==> src/rcc_pkg.sv <==
// Constants and types for the rate converter control and interrupt routing bank.
// Assumes a 40 MHz master clock and a plain address/strobe register port.
package rcc_pkg;

  // Register port geometry
  localparam int ADDR_W = 8;
  localparam int BUS_W = 32;
  localparam int REG_W = 24;

  // Register byte offsets
  localparam logic [7:0] CTRL_OFS = 8'h00;
  localparam logic [7:0] IER_OFS = 8'h04;
  localparam logic [7:0] IEM_OFS = 8'h08;
  localparam logic [7:0] IDHI_OFS = 8'h0c;
  localparam logic [7:0] IDLO_OFS = 8'h10;
  localparam logic [7:0] SRC_OFS = 8'h14;
  localparam logic [7:0] REQ_OFS = 8'h18;

  // Control register field positions
  localparam int CONV_EN_BIT = 0;
  localparam int PAIR_A_EN_BIT = 1;
  localparam int PAIR_B_EN_BIT = 2;
  localparam int PAIR_C_EN_BIT = 3;
  localparam int SOFT_RESET_TRIGGER_BIT = 4;
  localparam int IDEAL_SEL_A_BIT = 13;
  localparam int USE_RATIO_A_BIT = 14;

  // Interrupt source positions, shared by enable and routing registers
  localparam int IRQ_IN_A = 0;
  localparam int IRQ_IN_B = 1;
  localparam int IRQ_IN_C = 2;
  localparam int IRQ_OUT_A = 3;
  localparam int IRQ_OUT_B = 4;
  localparam int IRQ_OUT_C = 5;
  localparam int IRQ_OVERLOAD = 6;
  localparam int IRQ_WAIT = 7;
  localparam int IRQ_SRC_N = 8;

  // Ideal ratio register widths
  localparam int IDLO_W = 24;
  localparam int IDHI_W = 8;

  // Reset values and writable masks
  localparam logic [REG_W-1:0] CTRL_RST = 24'h000000;
  localparam logic [REG_W-1:0] IER_RST = 24'h000000;
  localparam logic [REG_W-1:0] IEM_RST = 24'h000000;
  localparam logic [REG_W-1:0] IDHI_RST = 24'h000000;
  localparam logic [REG_W-1:0] IDLO_RST = 24'h000000;
  localparam logic [REG_W-1:0] CTRL_WMASK = 24'h00600f;
  localparam logic [REG_W-1:0] IRQ_WMASK = 24'h0000ff;

  // Soft reset length in master clock cycles
  localparam int SOFT_RESET_TRIGGER_CYCLES = 9;
  localparam int SOFT_RESET_TRIGGER_CNT_W = 4;

  typedef enum logic [1:0] {
    SR_IDLE = 2'b01,
    SR_BUSY = 2'b10
  } rcc_soft_reset_trigger_state_t;

  typedef enum logic [2:0] {
    RS_OFF = 3'b001,
    RS_MEASURED = 3'b010,
    RS_IDEAL = 3'b100
  } rcc_ratio_src_t;

endpackage : rcc_pkg

==> src/rcc_soft_reset.sv <==
// Self-timed soft reset sequencer for the rate converter.
// Assumes start_i is a one-cycle request synchronous to clk_sys_i.
`timescale 1ns/1ps
module rcc_soft_reset
  import rcc_pkg::*;
(
  input wire logic clk_sys_i,
  input wire logic sys_rst_i,
  input wire logic start_i,
  output logic busy_o,
  output logic done_o
);

  rcc_soft_reset_trigger_state_t state_reg;
  logic [SOFT_RESET_TRIGGER_CNT_W-1:0] cnt_reg;

  // A start while busy is ignored, so the pulse never stretches
  always_ff @(posedge clk_sys_i) begin
    if (sys_rst_i) begin
      state_reg <= SR_IDLE;
      cnt_reg <= '0;
    end else begin
      unique case (state_reg)
        SR_IDLE: begin
          if (start_i) begin
            state_reg <= SR_BUSY;
            cnt_reg <= SOFT_RESET_TRIGGER_CNT_W'(SOFT_RESET_TRIGGER_CYCLES - 1);
          end
        end
        SR_BUSY: begin
          if (cnt_reg == '0) begin
            state_reg <= SR_IDLE;
          end else begin
            cnt_reg <= cnt_reg - 1'b1;
          end
        end
        default: begin
          state_reg <= SR_IDLE;
        end
      endcase
    end
  end

  always_ff @(posedge clk_sys_i) begin
    if (sys_rst_i) begin
      done_o <= 1'b0;
    end else begin
      done_o <= (state_reg == SR_BUSY) && (cnt_reg == '0);
    end
  end

  assign busy_o = (state_reg == SR_BUSY);

endmodule : rcc_soft_reset

==> src/rcc_ctrl_irq.sv <==
// Control, ratio selection and interrupt routing bank of a three-pair
// rate converter. Assumes a register port with one-cycle strobes and
// level interrupt sources from the conversion datapath.
//
// Strobed register access and the register addresses are this design's own decisions.
`timescale 1ns/1ps

module rcc_ctrl_irq
  import rcc_pkg::*;
#(
  parameter int RATIO_W = 32
)
(
  input wire logic clk_sys_i,
  input wire logic sys_rst_i,
  input wire logic [ADDR_W-1:0] reg_addr_i,
  input wire logic [BUS_W-1:0] reg_wdata_i,
  input wire logic reg_wr_i,
  input wire logic reg_rd_i,
  output logic [BUS_W-1:0] reg_rdata_o,
  input wire logic [RATIO_W-1:0] measured_ratio_a_i,
  input wire logic [IRQ_SRC_N-1:0] irq_src_i,
  output logic converter_enable_o,
  output logic pair_a_enable_o,
  output logic pair_b_enable_o,
  output logic pair_c_enable_o,
  output logic soft_rst_o,
  output logic [2:0] ratio_a_src_o,
  output logic [RATIO_W-1:0] ratio_a_o,
  output logic irq_core1_o,
  output logic irq_core2_o
);

  // Register storage
  logic [REG_W-1:0] ctrl_reg;
  logic [REG_W-1:0] ier_reg;
  logic [REG_W-1:0] iem_reg;
  logic [IDHI_W-1:0] ideal_ratio_high_a_reg;
  logic [IDLO_W-1:0] ideal_ratio_low_a_reg;
  logic [BUS_W-1:0] rdata_reg;
  logic [BUS_W-1:0] rdata_next;

  // Named control fields
  logic converter_enable;
  logic pair_a_enable;
  logic pair_b_enable;
  logic pair_c_enable;
  logic use_ratio_a;
  logic ideal_ratio_sel_a;

  // Decoded strobes
  logic wr_ctrl;
  logic wr_ier;
  logic wr_iem;
  logic wr_idhi;
  logic wr_idlo;

  // Soft reset sequencer handshake
  logic soft_reset_trigger_start;
  logic soft_reset_trigger_busy;
  logic soft_reset_trigger_done;

  // Ratio selection
  rcc_ratio_src_t ratio_src_next;
  logic [RATIO_W-1:0] ratio_next;
  logic [RATIO_W-1:0] ideal_ratio_a;
  rcc_ratio_src_t ratio_src_reg;
  logic [RATIO_W-1:0] ratio_reg;

  // Interrupt routing
  logic [IRQ_SRC_N-1:0] irq_gated;
  logic [IRQ_SRC_N-1:0] irq_to_core1;
  logic [IRQ_SRC_N-1:0] irq_to_core2;
  logic irq_core1_reg;
  logic irq_core2_reg;

  assign converter_enable = ctrl_reg[CONV_EN_BIT];
  assign pair_a_enable = ctrl_reg[PAIR_A_EN_BIT];
  assign pair_b_enable = ctrl_reg[PAIR_B_EN_BIT];
  assign pair_c_enable = ctrl_reg[PAIR_C_EN_BIT];
  assign use_ratio_a = ctrl_reg[USE_RATIO_A_BIT];
  assign ideal_ratio_sel_a = ctrl_reg[IDEAL_SEL_A_BIT];

  // Address decode for writes
  assign wr_ctrl = reg_wr_i && (reg_addr_i == CTRL_OFS);
  assign wr_ier = reg_wr_i && (reg_addr_i == IER_OFS);
  assign wr_iem = reg_wr_i && (reg_addr_i == IEM_OFS);
  assign wr_idhi = reg_wr_i && (reg_addr_i == IDHI_OFS);
  assign wr_idlo = reg_wr_i && (reg_addr_i == IDLO_OFS);

  // A one written to the soft reset bit launches the sequence
  assign soft_reset_trigger_start = wr_ctrl && reg_wdata_i[SOFT_RESET_TRIGGER_BIT];

  rcc_soft_reset u_soft_reset (
    .clk_sys_i(clk_sys_i),
    .sys_rst_i(sys_rst_i),
    .start_i(soft_reset_trigger_start),
    .busy_o(soft_reset_trigger_busy),
    .done_o(soft_reset_trigger_done)
  );

  // Control register. The soft reset bit is not stored here: it reads
  // back from the sequencer, so it clears itself when the count ends.
  // Soft reset does not touch this bank, otherwise software could not
  // keep its configuration across a datapath restart.
  always_ff @(posedge clk_sys_i) begin
    if (sys_rst_i) begin
      ctrl_reg <= CTRL_RST;
    end else if (wr_ctrl) begin
      // Reserved and out-of-scope bits are dropped on write
      ctrl_reg <= reg_wdata_i[REG_W-1:0] & CTRL_WMASK;
    end
  end

  // Interrupt enable register
  always_ff @(posedge clk_sys_i) begin
    if (sys_rst_i) begin
      ier_reg <= IER_RST;
    end else if (wr_ier) begin
      ier_reg <= reg_wdata_i[REG_W-1:0] & IRQ_WMASK;
    end
  end

  // Interrupt core routing register
  always_ff @(posedge clk_sys_i) begin
    if (sys_rst_i) begin
      iem_reg <= IEM_RST;
    end else if (wr_iem) begin
      iem_reg <= reg_wdata_i[REG_W-1:0] & IRQ_WMASK;
    end
  end

  // Ideal ratio registers for pair A
  always_ff @(posedge clk_sys_i) begin
    if (sys_rst_i) begin
      ideal_ratio_high_a_reg <= IDHI_RST[IDHI_W-1:0];
    end else if (wr_idhi) begin
      ideal_ratio_high_a_reg <= reg_wdata_i[IDHI_W-1:0];
    end
  end

  always_ff @(posedge clk_sys_i) begin
    if (sys_rst_i) begin
      ideal_ratio_low_a_reg <= IDLO_RST[IDLO_W-1:0];
    end else if (wr_idlo) begin
      ideal_ratio_low_a_reg <= reg_wdata_i[IDLO_W-1:0];
    end
  end

  assign ideal_ratio_a = RATIO_W'({ideal_ratio_high_a_reg, ideal_ratio_low_a_reg});

  // Ratio source: the ideal select bit has no effect unless use ratio is set.
  // Filter pre/post modes are not steered here; software sets them.
  always_comb begin
    ratio_src_next = RS_OFF;
    ratio_next = '0;
    if (use_ratio_a) begin
      if (ideal_ratio_sel_a) begin
        ratio_src_next = RS_IDEAL;
        ratio_next = ideal_ratio_a;
      end else begin
        ratio_src_next = RS_MEASURED;
        ratio_next = measured_ratio_a_i;
      end
    end
  end

  // Registered so the datapath sees a glitch-free ratio
  always_ff @(posedge clk_sys_i) begin
    if (sys_rst_i) begin
      ratio_src_reg <= RS_OFF;
      ratio_reg <= '0;
    end else begin
      ratio_src_reg <= ratio_src_next;
      ratio_reg <= ratio_next;
    end
  end

  assign ratio_a_src_o = ratio_src_reg;
  assign ratio_a_o = ratio_reg;

  // Enables to the datapath. Pairs run only under the global enable, and
  // everything is held off while the soft reset is in progress.
  assign converter_enable_o = converter_enable && !soft_reset_trigger_busy;
  assign pair_a_enable_o = converter_enable_o && pair_a_enable;
  assign pair_b_enable_o = converter_enable_o && pair_b_enable;
  assign pair_c_enable_o = converter_enable_o && pair_c_enable;
  assign soft_rst_o = soft_reset_trigger_busy;

  // Per-source gating and routing to the two cores
  genvar gi;
  generate
    for (gi = 0; gi < IRQ_SRC_N; gi = gi + 1) begin : g_route
      // Bits 7, 6, 5..3 and 2..0 each gate their own source
      assign irq_gated[gi] = irq_src_i[gi] && ier_reg[gi];
      // Route bit low sends to core 1, high to core 2
      assign irq_to_core1[gi] = irq_gated[gi] && !iem_reg[gi];
      assign irq_to_core2[gi] = irq_gated[gi] && iem_reg[gi];
    end
  endgenerate

  // One flop stage on each line to keep the core inputs clean
  always_ff @(posedge clk_sys_i) begin
    if (sys_rst_i) begin
      irq_core1_reg <= 1'b0;
      irq_core2_reg <= 1'b0;
    end else begin
      irq_core1_reg <= |irq_to_core1;
      irq_core2_reg <= |irq_to_core2;
    end
  end

  assign irq_core1_o = irq_core1_reg;
  assign irq_core2_o = irq_core2_reg;

  // Read mux. Unmapped addresses and reserved bits read as zero.
  always_comb begin
    rdata_next = '0;
    unique case (reg_addr_i)
      CTRL_OFS: begin
        rdata_next[REG_W-1:0] = ctrl_reg;
        rdata_next[SOFT_RESET_TRIGGER_BIT] = soft_reset_trigger_busy;
      end
      IER_OFS: begin
        rdata_next[REG_W-1:0] = ier_reg;
      end
      IEM_OFS: begin
        rdata_next[REG_W-1:0] = iem_reg;
      end
      IDHI_OFS: begin
        rdata_next[IDHI_W-1:0] = ideal_ratio_high_a_reg;
      end
      IDLO_OFS: begin
        rdata_next[IDLO_W-1:0] = ideal_ratio_low_a_reg;
      end
      SRC_OFS: begin
        // Raw pending sources, before enable gating
        rdata_next[IRQ_SRC_N-1:0] = irq_src_i;
      end
      REQ_OFS: begin
        // Lower byte: requests routed to core 1; next byte: core 2
        rdata_next[IRQ_SRC_N-1:0] = irq_to_core1;
        rdata_next[2*IRQ_SRC_N-1:IRQ_SRC_N] = irq_to_core2;
      end
      default: begin
        rdata_next = '0;
      end
    endcase
  end

  // Read data stands for exactly the cycle after the strobe
  always_ff @(posedge clk_sys_i) begin
    if (sys_rst_i) begin
      rdata_reg <= '0;
    end else if (reg_rd_i) begin
      rdata_reg <= rdata_next;
    end else begin
      rdata_reg <= '0;
    end
  end

  assign reg_rdata_o = rdata_reg;

  // The done pulse of the sequencer is only informative; the busy level
  // already covers the bit readback and the datapath reset.
  logic soft_reset_trigger_done_seen_reg;

  always_ff @(posedge clk_sys_i) begin
    if (sys_rst_i) begin
      soft_reset_trigger_done_seen_reg <= 1'b0;
    end else if (soft_reset_trigger_done) begin
      // The end of a sequence wins over a clear that lands in the same cycle
      soft_reset_trigger_done_seen_reg <= 1'b1;
    end else if (soft_reset_trigger_start) begin
      soft_reset_trigger_done_seen_reg <= 1'b0;
    end
  end

endmodule : rcc_ctrl_irq

==> config.mk <==
export PLATFORM = sky130hd
export DESIGN_NAME = rcc_ctrl_irq
export DESIGN_NICKNAME = d
export VERILOG_FILES = /design/src/rcc_pkg.sv /design/src/rcc_soft_reset.sv /design/src/rcc_ctrl_irq.sv
export SDC_FILE = /design/constraint.sdc
export NUM_CORES = 1
export LEC_CHECK = 0
export BUFFER_PORTS_ARGS = -buffer_cell sky130_fd_sc_hd__buf_2
export CORE_UTILIZATION = 51
export CTS_CLUSTER_DIAMETER = 150
export CTS_CLUSTER_SIZE = 16
export DETAILED_ROUTE_END_ITERATION = 10
export PLACE_DENSITY_LB_ADDON = 0.2
export REMOVE_ABC_BUFFERS = 1
export SETUP_SLACK_MARGIN = 0.4
export SYNTH_ARGS = -nofsm -noshare
export SYNTH_HDL_FRONTEND = slang
export SYNTH_SLANG_ARGS = --single-unit
export TNS_END_PERCENT = 30
==> constraint.sdc <==
create_clock -name clk_sys_i -period 1.94 [get_ports clk_sys_i]
set_input_delay 0.485 -clock clk_sys_i [delete_from_list [all_inputs] [get_ports clk_sys_i]]
set_output_delay 0.485 -clock clk_sys_i [all_outputs]
set_load 0.005 [all_outputs]
Word level (Yosys, flattened, before mapping)
Index checks and enable logic that the tools add are counted.

operators by class
  eq/ne operators = 11
  bitwise logic cells = 2
  $add $sub $neg = 1
  reduce and logical (&&, ||, !) cells = 52
  mux-type cells = 11

operator list
  cell                   count
  $pmux W8 S7            1
  $logic_and A1 B1 Y1    34
  $mux W32               1
  $eq A8 B5 Y1 const B   3
  $pmux W8 S3            1
  $eq A8 B4 Y1 const B   2
  $reduce_or A8 Y1       2
  $logic_not A1 Y1       9
  $eq A8 B3 Y1 const B   1
  $logic_not A8 Y1       1
  $mux W4                2
  $mux W8                1
  $pmux W4 S2            1
  $logic_not A4 Y1       1
  $mux W2                2
  $ne A2 B2 Y1 const B   2
  $pmux W2 S2            1
  $reduce_or A2 Y1       2
  $sub A4 B1 Y4 const B  1
  $mux W3                1
  $reduce_and A3 Y1      1
  $eq A2 B1 Y1 const B   1
  $eq A2 B2 Y1 const B   1
  $ne A2 B1 Y1 const B   1
  3 further kinds        4

storage, ports and cells
  word-level logic and storage cells = 90
  input bits = 84
  output and inout bits = 74
  register bits = 129

Depth between registers and ports, before layout
  word-level depth = 5
  depth in mapped cells = 7
  gate-level depth less buffers = 6

By module
Synthesis repeated with hierarchy kept, for this count alone.

unflattened totals
  cells, all modules = 537
  area total of the unflattened synthesis = 5,048.6 um^2

by module, submodules not included
  module          cells an instance  area an instance (um^2)  times used  seq. area each (um^2)
  rcc_ctrl_irq    505                4,732.0                  1           2,302.2
  rcc_soft_reset  32                 316.6                    1           140.1

Worst setup path after synthesis
No wires, ideal clock.

  kind = input to register
  start = input port reg_addr_i[3]
  end = register u_soft_reset.cnt_reg[3]
  required time = 1.840 ns
  slack = 0.155 ns
  setup time = 0.100 ns
  buffers on the path = 1
  arrival = 1.686 ns
  stages = 5
  cells stage by stage = buf_2 nor4_4 nand4_1 and2_4 a2111oi_4

between the ends
  word-level cells in the longest chain between the ends = 5

RTL lines
  element                      RTL line              text
  start: declaration           rcc_ctrl_irq.sv:16    input wire logic [ADDR_W-1:0] reg_addr_i,
  $logic_not A8 Y1             -
  $logic_and A1 B1 Y1          rcc_ctrl_irq.sv:85    assign wr_ctrl = reg_wr_i && (reg_addr_i == CTRL_OFS);
  $logic_and A1 B1 Y1          rcc_ctrl_irq.sv:92    assign soft_reset_trigger_start = wr_ctrl && reg_wdata_i[SOFT_RESET_TRIGGER_BIT];
  $ne A2 B2 Y1 (no line)       -
  $reduce_and A3 Y1 (no line)  -
  end signal: assignment       rcc_soft_reset.sv:27  cnt_reg <= SOFT_RESET_TRIGGER_CNT_W'(SOFT_RESET_TRIGGER_CYCLES - 1);
  end signal: assignment       rcc_soft_reset.sv:34  cnt_reg <= cnt_reg - 1'b1;
  end: declaration             rcc_soft_reset.sv:15  logic [SOFT_RESET_TRIGGER_CNT_W-1:0] cnt_reg;

Every way passes these cells.
A chain may end at the register's enable or synchronous reset.

Worst setup path in the final report
  start = register u_soft_reset.state_reg[0]
  end = output port pair_c_enable_o

between the ends
  word-level cells in the longest chain between the ends = 4

RTL lines
  element                   RTL line              text
  start: declaration        rcc_soft_reset.sv:14  rcc_soft_reset_trigger_state_t state_reg;
  start signal: assignment  rcc_soft_reset.sv:20  state_reg <= SR_IDLE;
  start signal: assignment  rcc_soft_reset.sv:26  state_reg <= SR_BUSY;
  start signal: assignment  rcc_soft_reset.sv:32  state_reg <= SR_IDLE;
  $eq A2 B2 Y1              -
  $logic_not A1 Y1          rcc_ctrl_irq.sv:184   assign converter_enable_o = converter_enable && !soft_reset_trigger_busy;
  $logic_and A1 B1 Y1       rcc_ctrl_irq.sv:184
  $logic_and A1 B1 Y1       rcc_ctrl_irq.sv:187   assign pair_c_enable_o = converter_enable_o && pair_c_enable;
  end: declaration          rcc_ctrl_irq.sv:26    output logic pair_c_enable_o,

Every way passes these cells.

==> results.toml <==
[run_status]
status = "complete, no violations"

[setup_path]
reg2reg_slack_ns = 0.40
r2r_end = "u_soft_reset.cnt_reg[3]$_SDFFE_PP0P_"
critPathKind = "flop to primary output"
worstSetupEndpointType = "primary output"
r2r_start = "u_soft_reset.cnt_reg[0]$_SDFFE_PP0P_"
cp.arrival_ns = 1.31
cp.required_ns = 1.45
r2r_cells = 6
crit_fanout = 7
startpoint_type = "flop"

[logic_synthesis]
synth_top_area_share_pct = 48.4
synth_edf_count = 0
avgSynthCellArea_sq_um = 9.21
synth_cells = 543
async_flop_share_pct = 0
synthTopCellsByArea = "dfxtp_1 (48%), mux2i_1 (14%), nor2_1 (5.4%)"
netlist_area_sq_um = 5000
ys_types = 51
synth.top_cells.by_count = "dfxtp_1 (121), nor2_1 (72), mux2i_1 (68), nand2_1 (64), a21oi_1 (38)"
ys.flop_type = "dfxtp_1"
synth-seq-cells = 121
synth.most_common_cell = "dfxtp_1"
ys_seq_area_share_pct = 48.4
synth.largest_area_cell = "dfxtp_1"
yosysWarnings = 0

[grt]
grt_use_total_pct = 29.1
grt_pass1_wl_microns = 22500
overflow = 0
grt_pass1_vias = 4417
antenna_found_initial = 0
grt_max_degree = 34

[clocking]
tritoncts = "done"
cts-root-buf = "clkbuf_8"
cts_inserted_buffers = 17
htreeDepth = 4
cts_buffer_depth = 2
cts_sinks = 121
clk_pin_slew_ns = 0.06
clock_latency_ns = 0.51

[worst_hold_path]
holdCritStartpoint = "measured_ratio_a_i[1]"
hold_class = "input port to flop"
holdPathStages = 3
min_to = "ratio_a_o[1]$_SDFF_PP0_"

[layout]
drive_gt1_share_pct = 33.6
num-fill-cells = 785
fin_area_sq_um = 6700
fin_nets = 802
largest_register_ffs = 32
n_antenna_cell = 0
synthToLayoutAreaGrowth_pct = 34.0
finalNonFillerCells = 859
seqCellArea_sq_um = 2430
multi_input_area_sq_um = 2380

[die]
rows = 35
dieHeight_microns = 101
die-area_sq_um = 10200
ios = 158
die_x_microns = 101
start_util_pct = 53.4
design.core.area_sq_um = 9370

[detailed_routing]
vias = 4549
highest-signal-layer = "met4"
firstDrtPassIters = 5
routedWlPerCell_microns = 16.7
ant_nets = 0
wl_met1_microns = 6510
dr_wl_met2_microns = 6910
route.met3.wl_microns = 723
initialDrtViolationCount = 232
drcViolationCount = 0
viasPerCell = 5.30
drt-total-wl_microns = 14300

[run]
drv_cap = 0

[placement]
dp_cells = 824
gp_congestion = 0.882
place_ws_ns = 0.0146
port_buffers = 141
post_dp_cell_area_sq_um = 6050
dp_hpwl_microns = 10500

[sta]
finalCritPeriodShare_pct = 92.4
rsz0062_at_grt = "yes"
setup_viol = 0
hold_viol_final = 0
worst_slack_ns = 0.148
drv_slew = 0
finalSetupTns_ns = 0
finClkSkew_ns = 0.00955
final_period_minus_worst_setup_slack_ns = 1.79
max_freq_ghz = 0.558

[power]
power.leakage_nw = 3.07
total_power_mw = 5.88
p_per_area_nw_per_um2 = 878
vdd_ir_drop_max_uv = 645
[routing by layer]
layer  GRT usage (%)  vias to the layer above
li1                -                     2238
met3            5.69                       16
met2            48.6                      165
met4            8.47                        0
met1            38.3                     2130
met5               0                        -
[worst max-delay path: stages, from the launching register on]
cell	delay (ns)
dfxtp_2	0.32
nand2b_4	0.18
and3_4	0.19
buf_6	0.11
[report_power, final]
part | total (mW) | switching [mW] | internal (mW)
clock network | 3.11 | 1.22 | 1.89
registers | 2.49 | 0.00149 | 2.49
logic | 0.279 | 0.155 | 0.124
total | 5.88 | 1.38 | 4.50
[worst max-delay path by stage]
stage / start / end / slack [ns]
after floorplan: reg_addr_i[5] / ideal_ratio_low_a_reg[0]$_SDFFE_PP0P_ / -0.45
after global placement: reg_addr_i[2] / reg_rdata_o[12]$_SDFF_PP0_ / 0.04
after detailed placement: reg_addr_i[2] / reg_rdata_o[11]$_SDFF_PP0_ / 0.01
after CTS: u_soft_reset.state_reg[0]$_SDFFE_PP1P_ / pair_c_enable_o / 0.14
after global routing: u_soft_reset.state_reg[0]$_SDFFE_PP1P_ / pair_b_enable_o / 0.12
final: u_soft_reset.state_reg[0]$_SDFFE_PP1P_ / pair_c_enable_o / 0.15
[per-stage QoR]
step / hold WS, ns / utilization, %
2_1_floorplan: 0.438 / -
4_1_cts: 0.196 / 71.3
5_1_grt: 0.206 / 71.5
3_5_place_dp: 0.465 / 64.5
3_3_place_gp: 0.456 / 64.5
6_report: 0.212 / 71.5
[cell families after synthesis]
kind of cell / after synthesis / share of synthesized area (%)
AND/OR/NAND/NOR: 224 / 22.0
flip-flops: 121 / 48.4
AO/OA/AOI/OAI: 73 / 9.51
multiplexers: 73 / 14.7
buffers and inverters: 50 / 4.93
adder cells (fa/ha/maj): 1 / 0.250
other: 1 / 0.0750
[cell usage in the layout (no fill, tap or decap), types with 3 or more instances in the layout]
cell,instances
a21oi_1,38
a22oi_1,6
a31oi_1,4
and3_1,13
and3_4,3
buf_2,139
buf_4,47
clkbuf_16,16
clkinv_4,3
clkinvlp_4,3
conb_1,8
dfxtp_1,118
dfxtp_2,3
inv_1,8
inv_6,6
mux2_2,5
mux2i_1,68
nand2_1,64
nand2b_1,3
nand3_1,13
nand3b_1,5
nand4_1,14
nand4_2,3
nor2_1,72
nor2b_1,5
nor3_1,8
nor3b_1,5
o21ai_0,6
o22a_1,3
[layout make-up]
cell class | instances | area share, %
clock buffers | 18 | 6.39
clock inverters | 14 | 2.41
inverters | 8 | 0.448
multi-input cells | 379 | 35.5
flip-flops and latches | 121 | 36.2
well taps | 129 | 2.41
repair buffers | 190 | 16.6
[repair_timing]
| action | CTS | global route |
|---|---|---|
| gates resized for setup | 8 | 1 |
| hold buffers | 0 | 0 |
| endpoints found under the hold margin | 0 | 0 |
| pin swaps | 3 | 0 |
| endpoints found under the setup margin | 8 | 10 |
| buffers inserted | 2 | 1 |
Note: power is estimated with default switching activity, not from simulation.
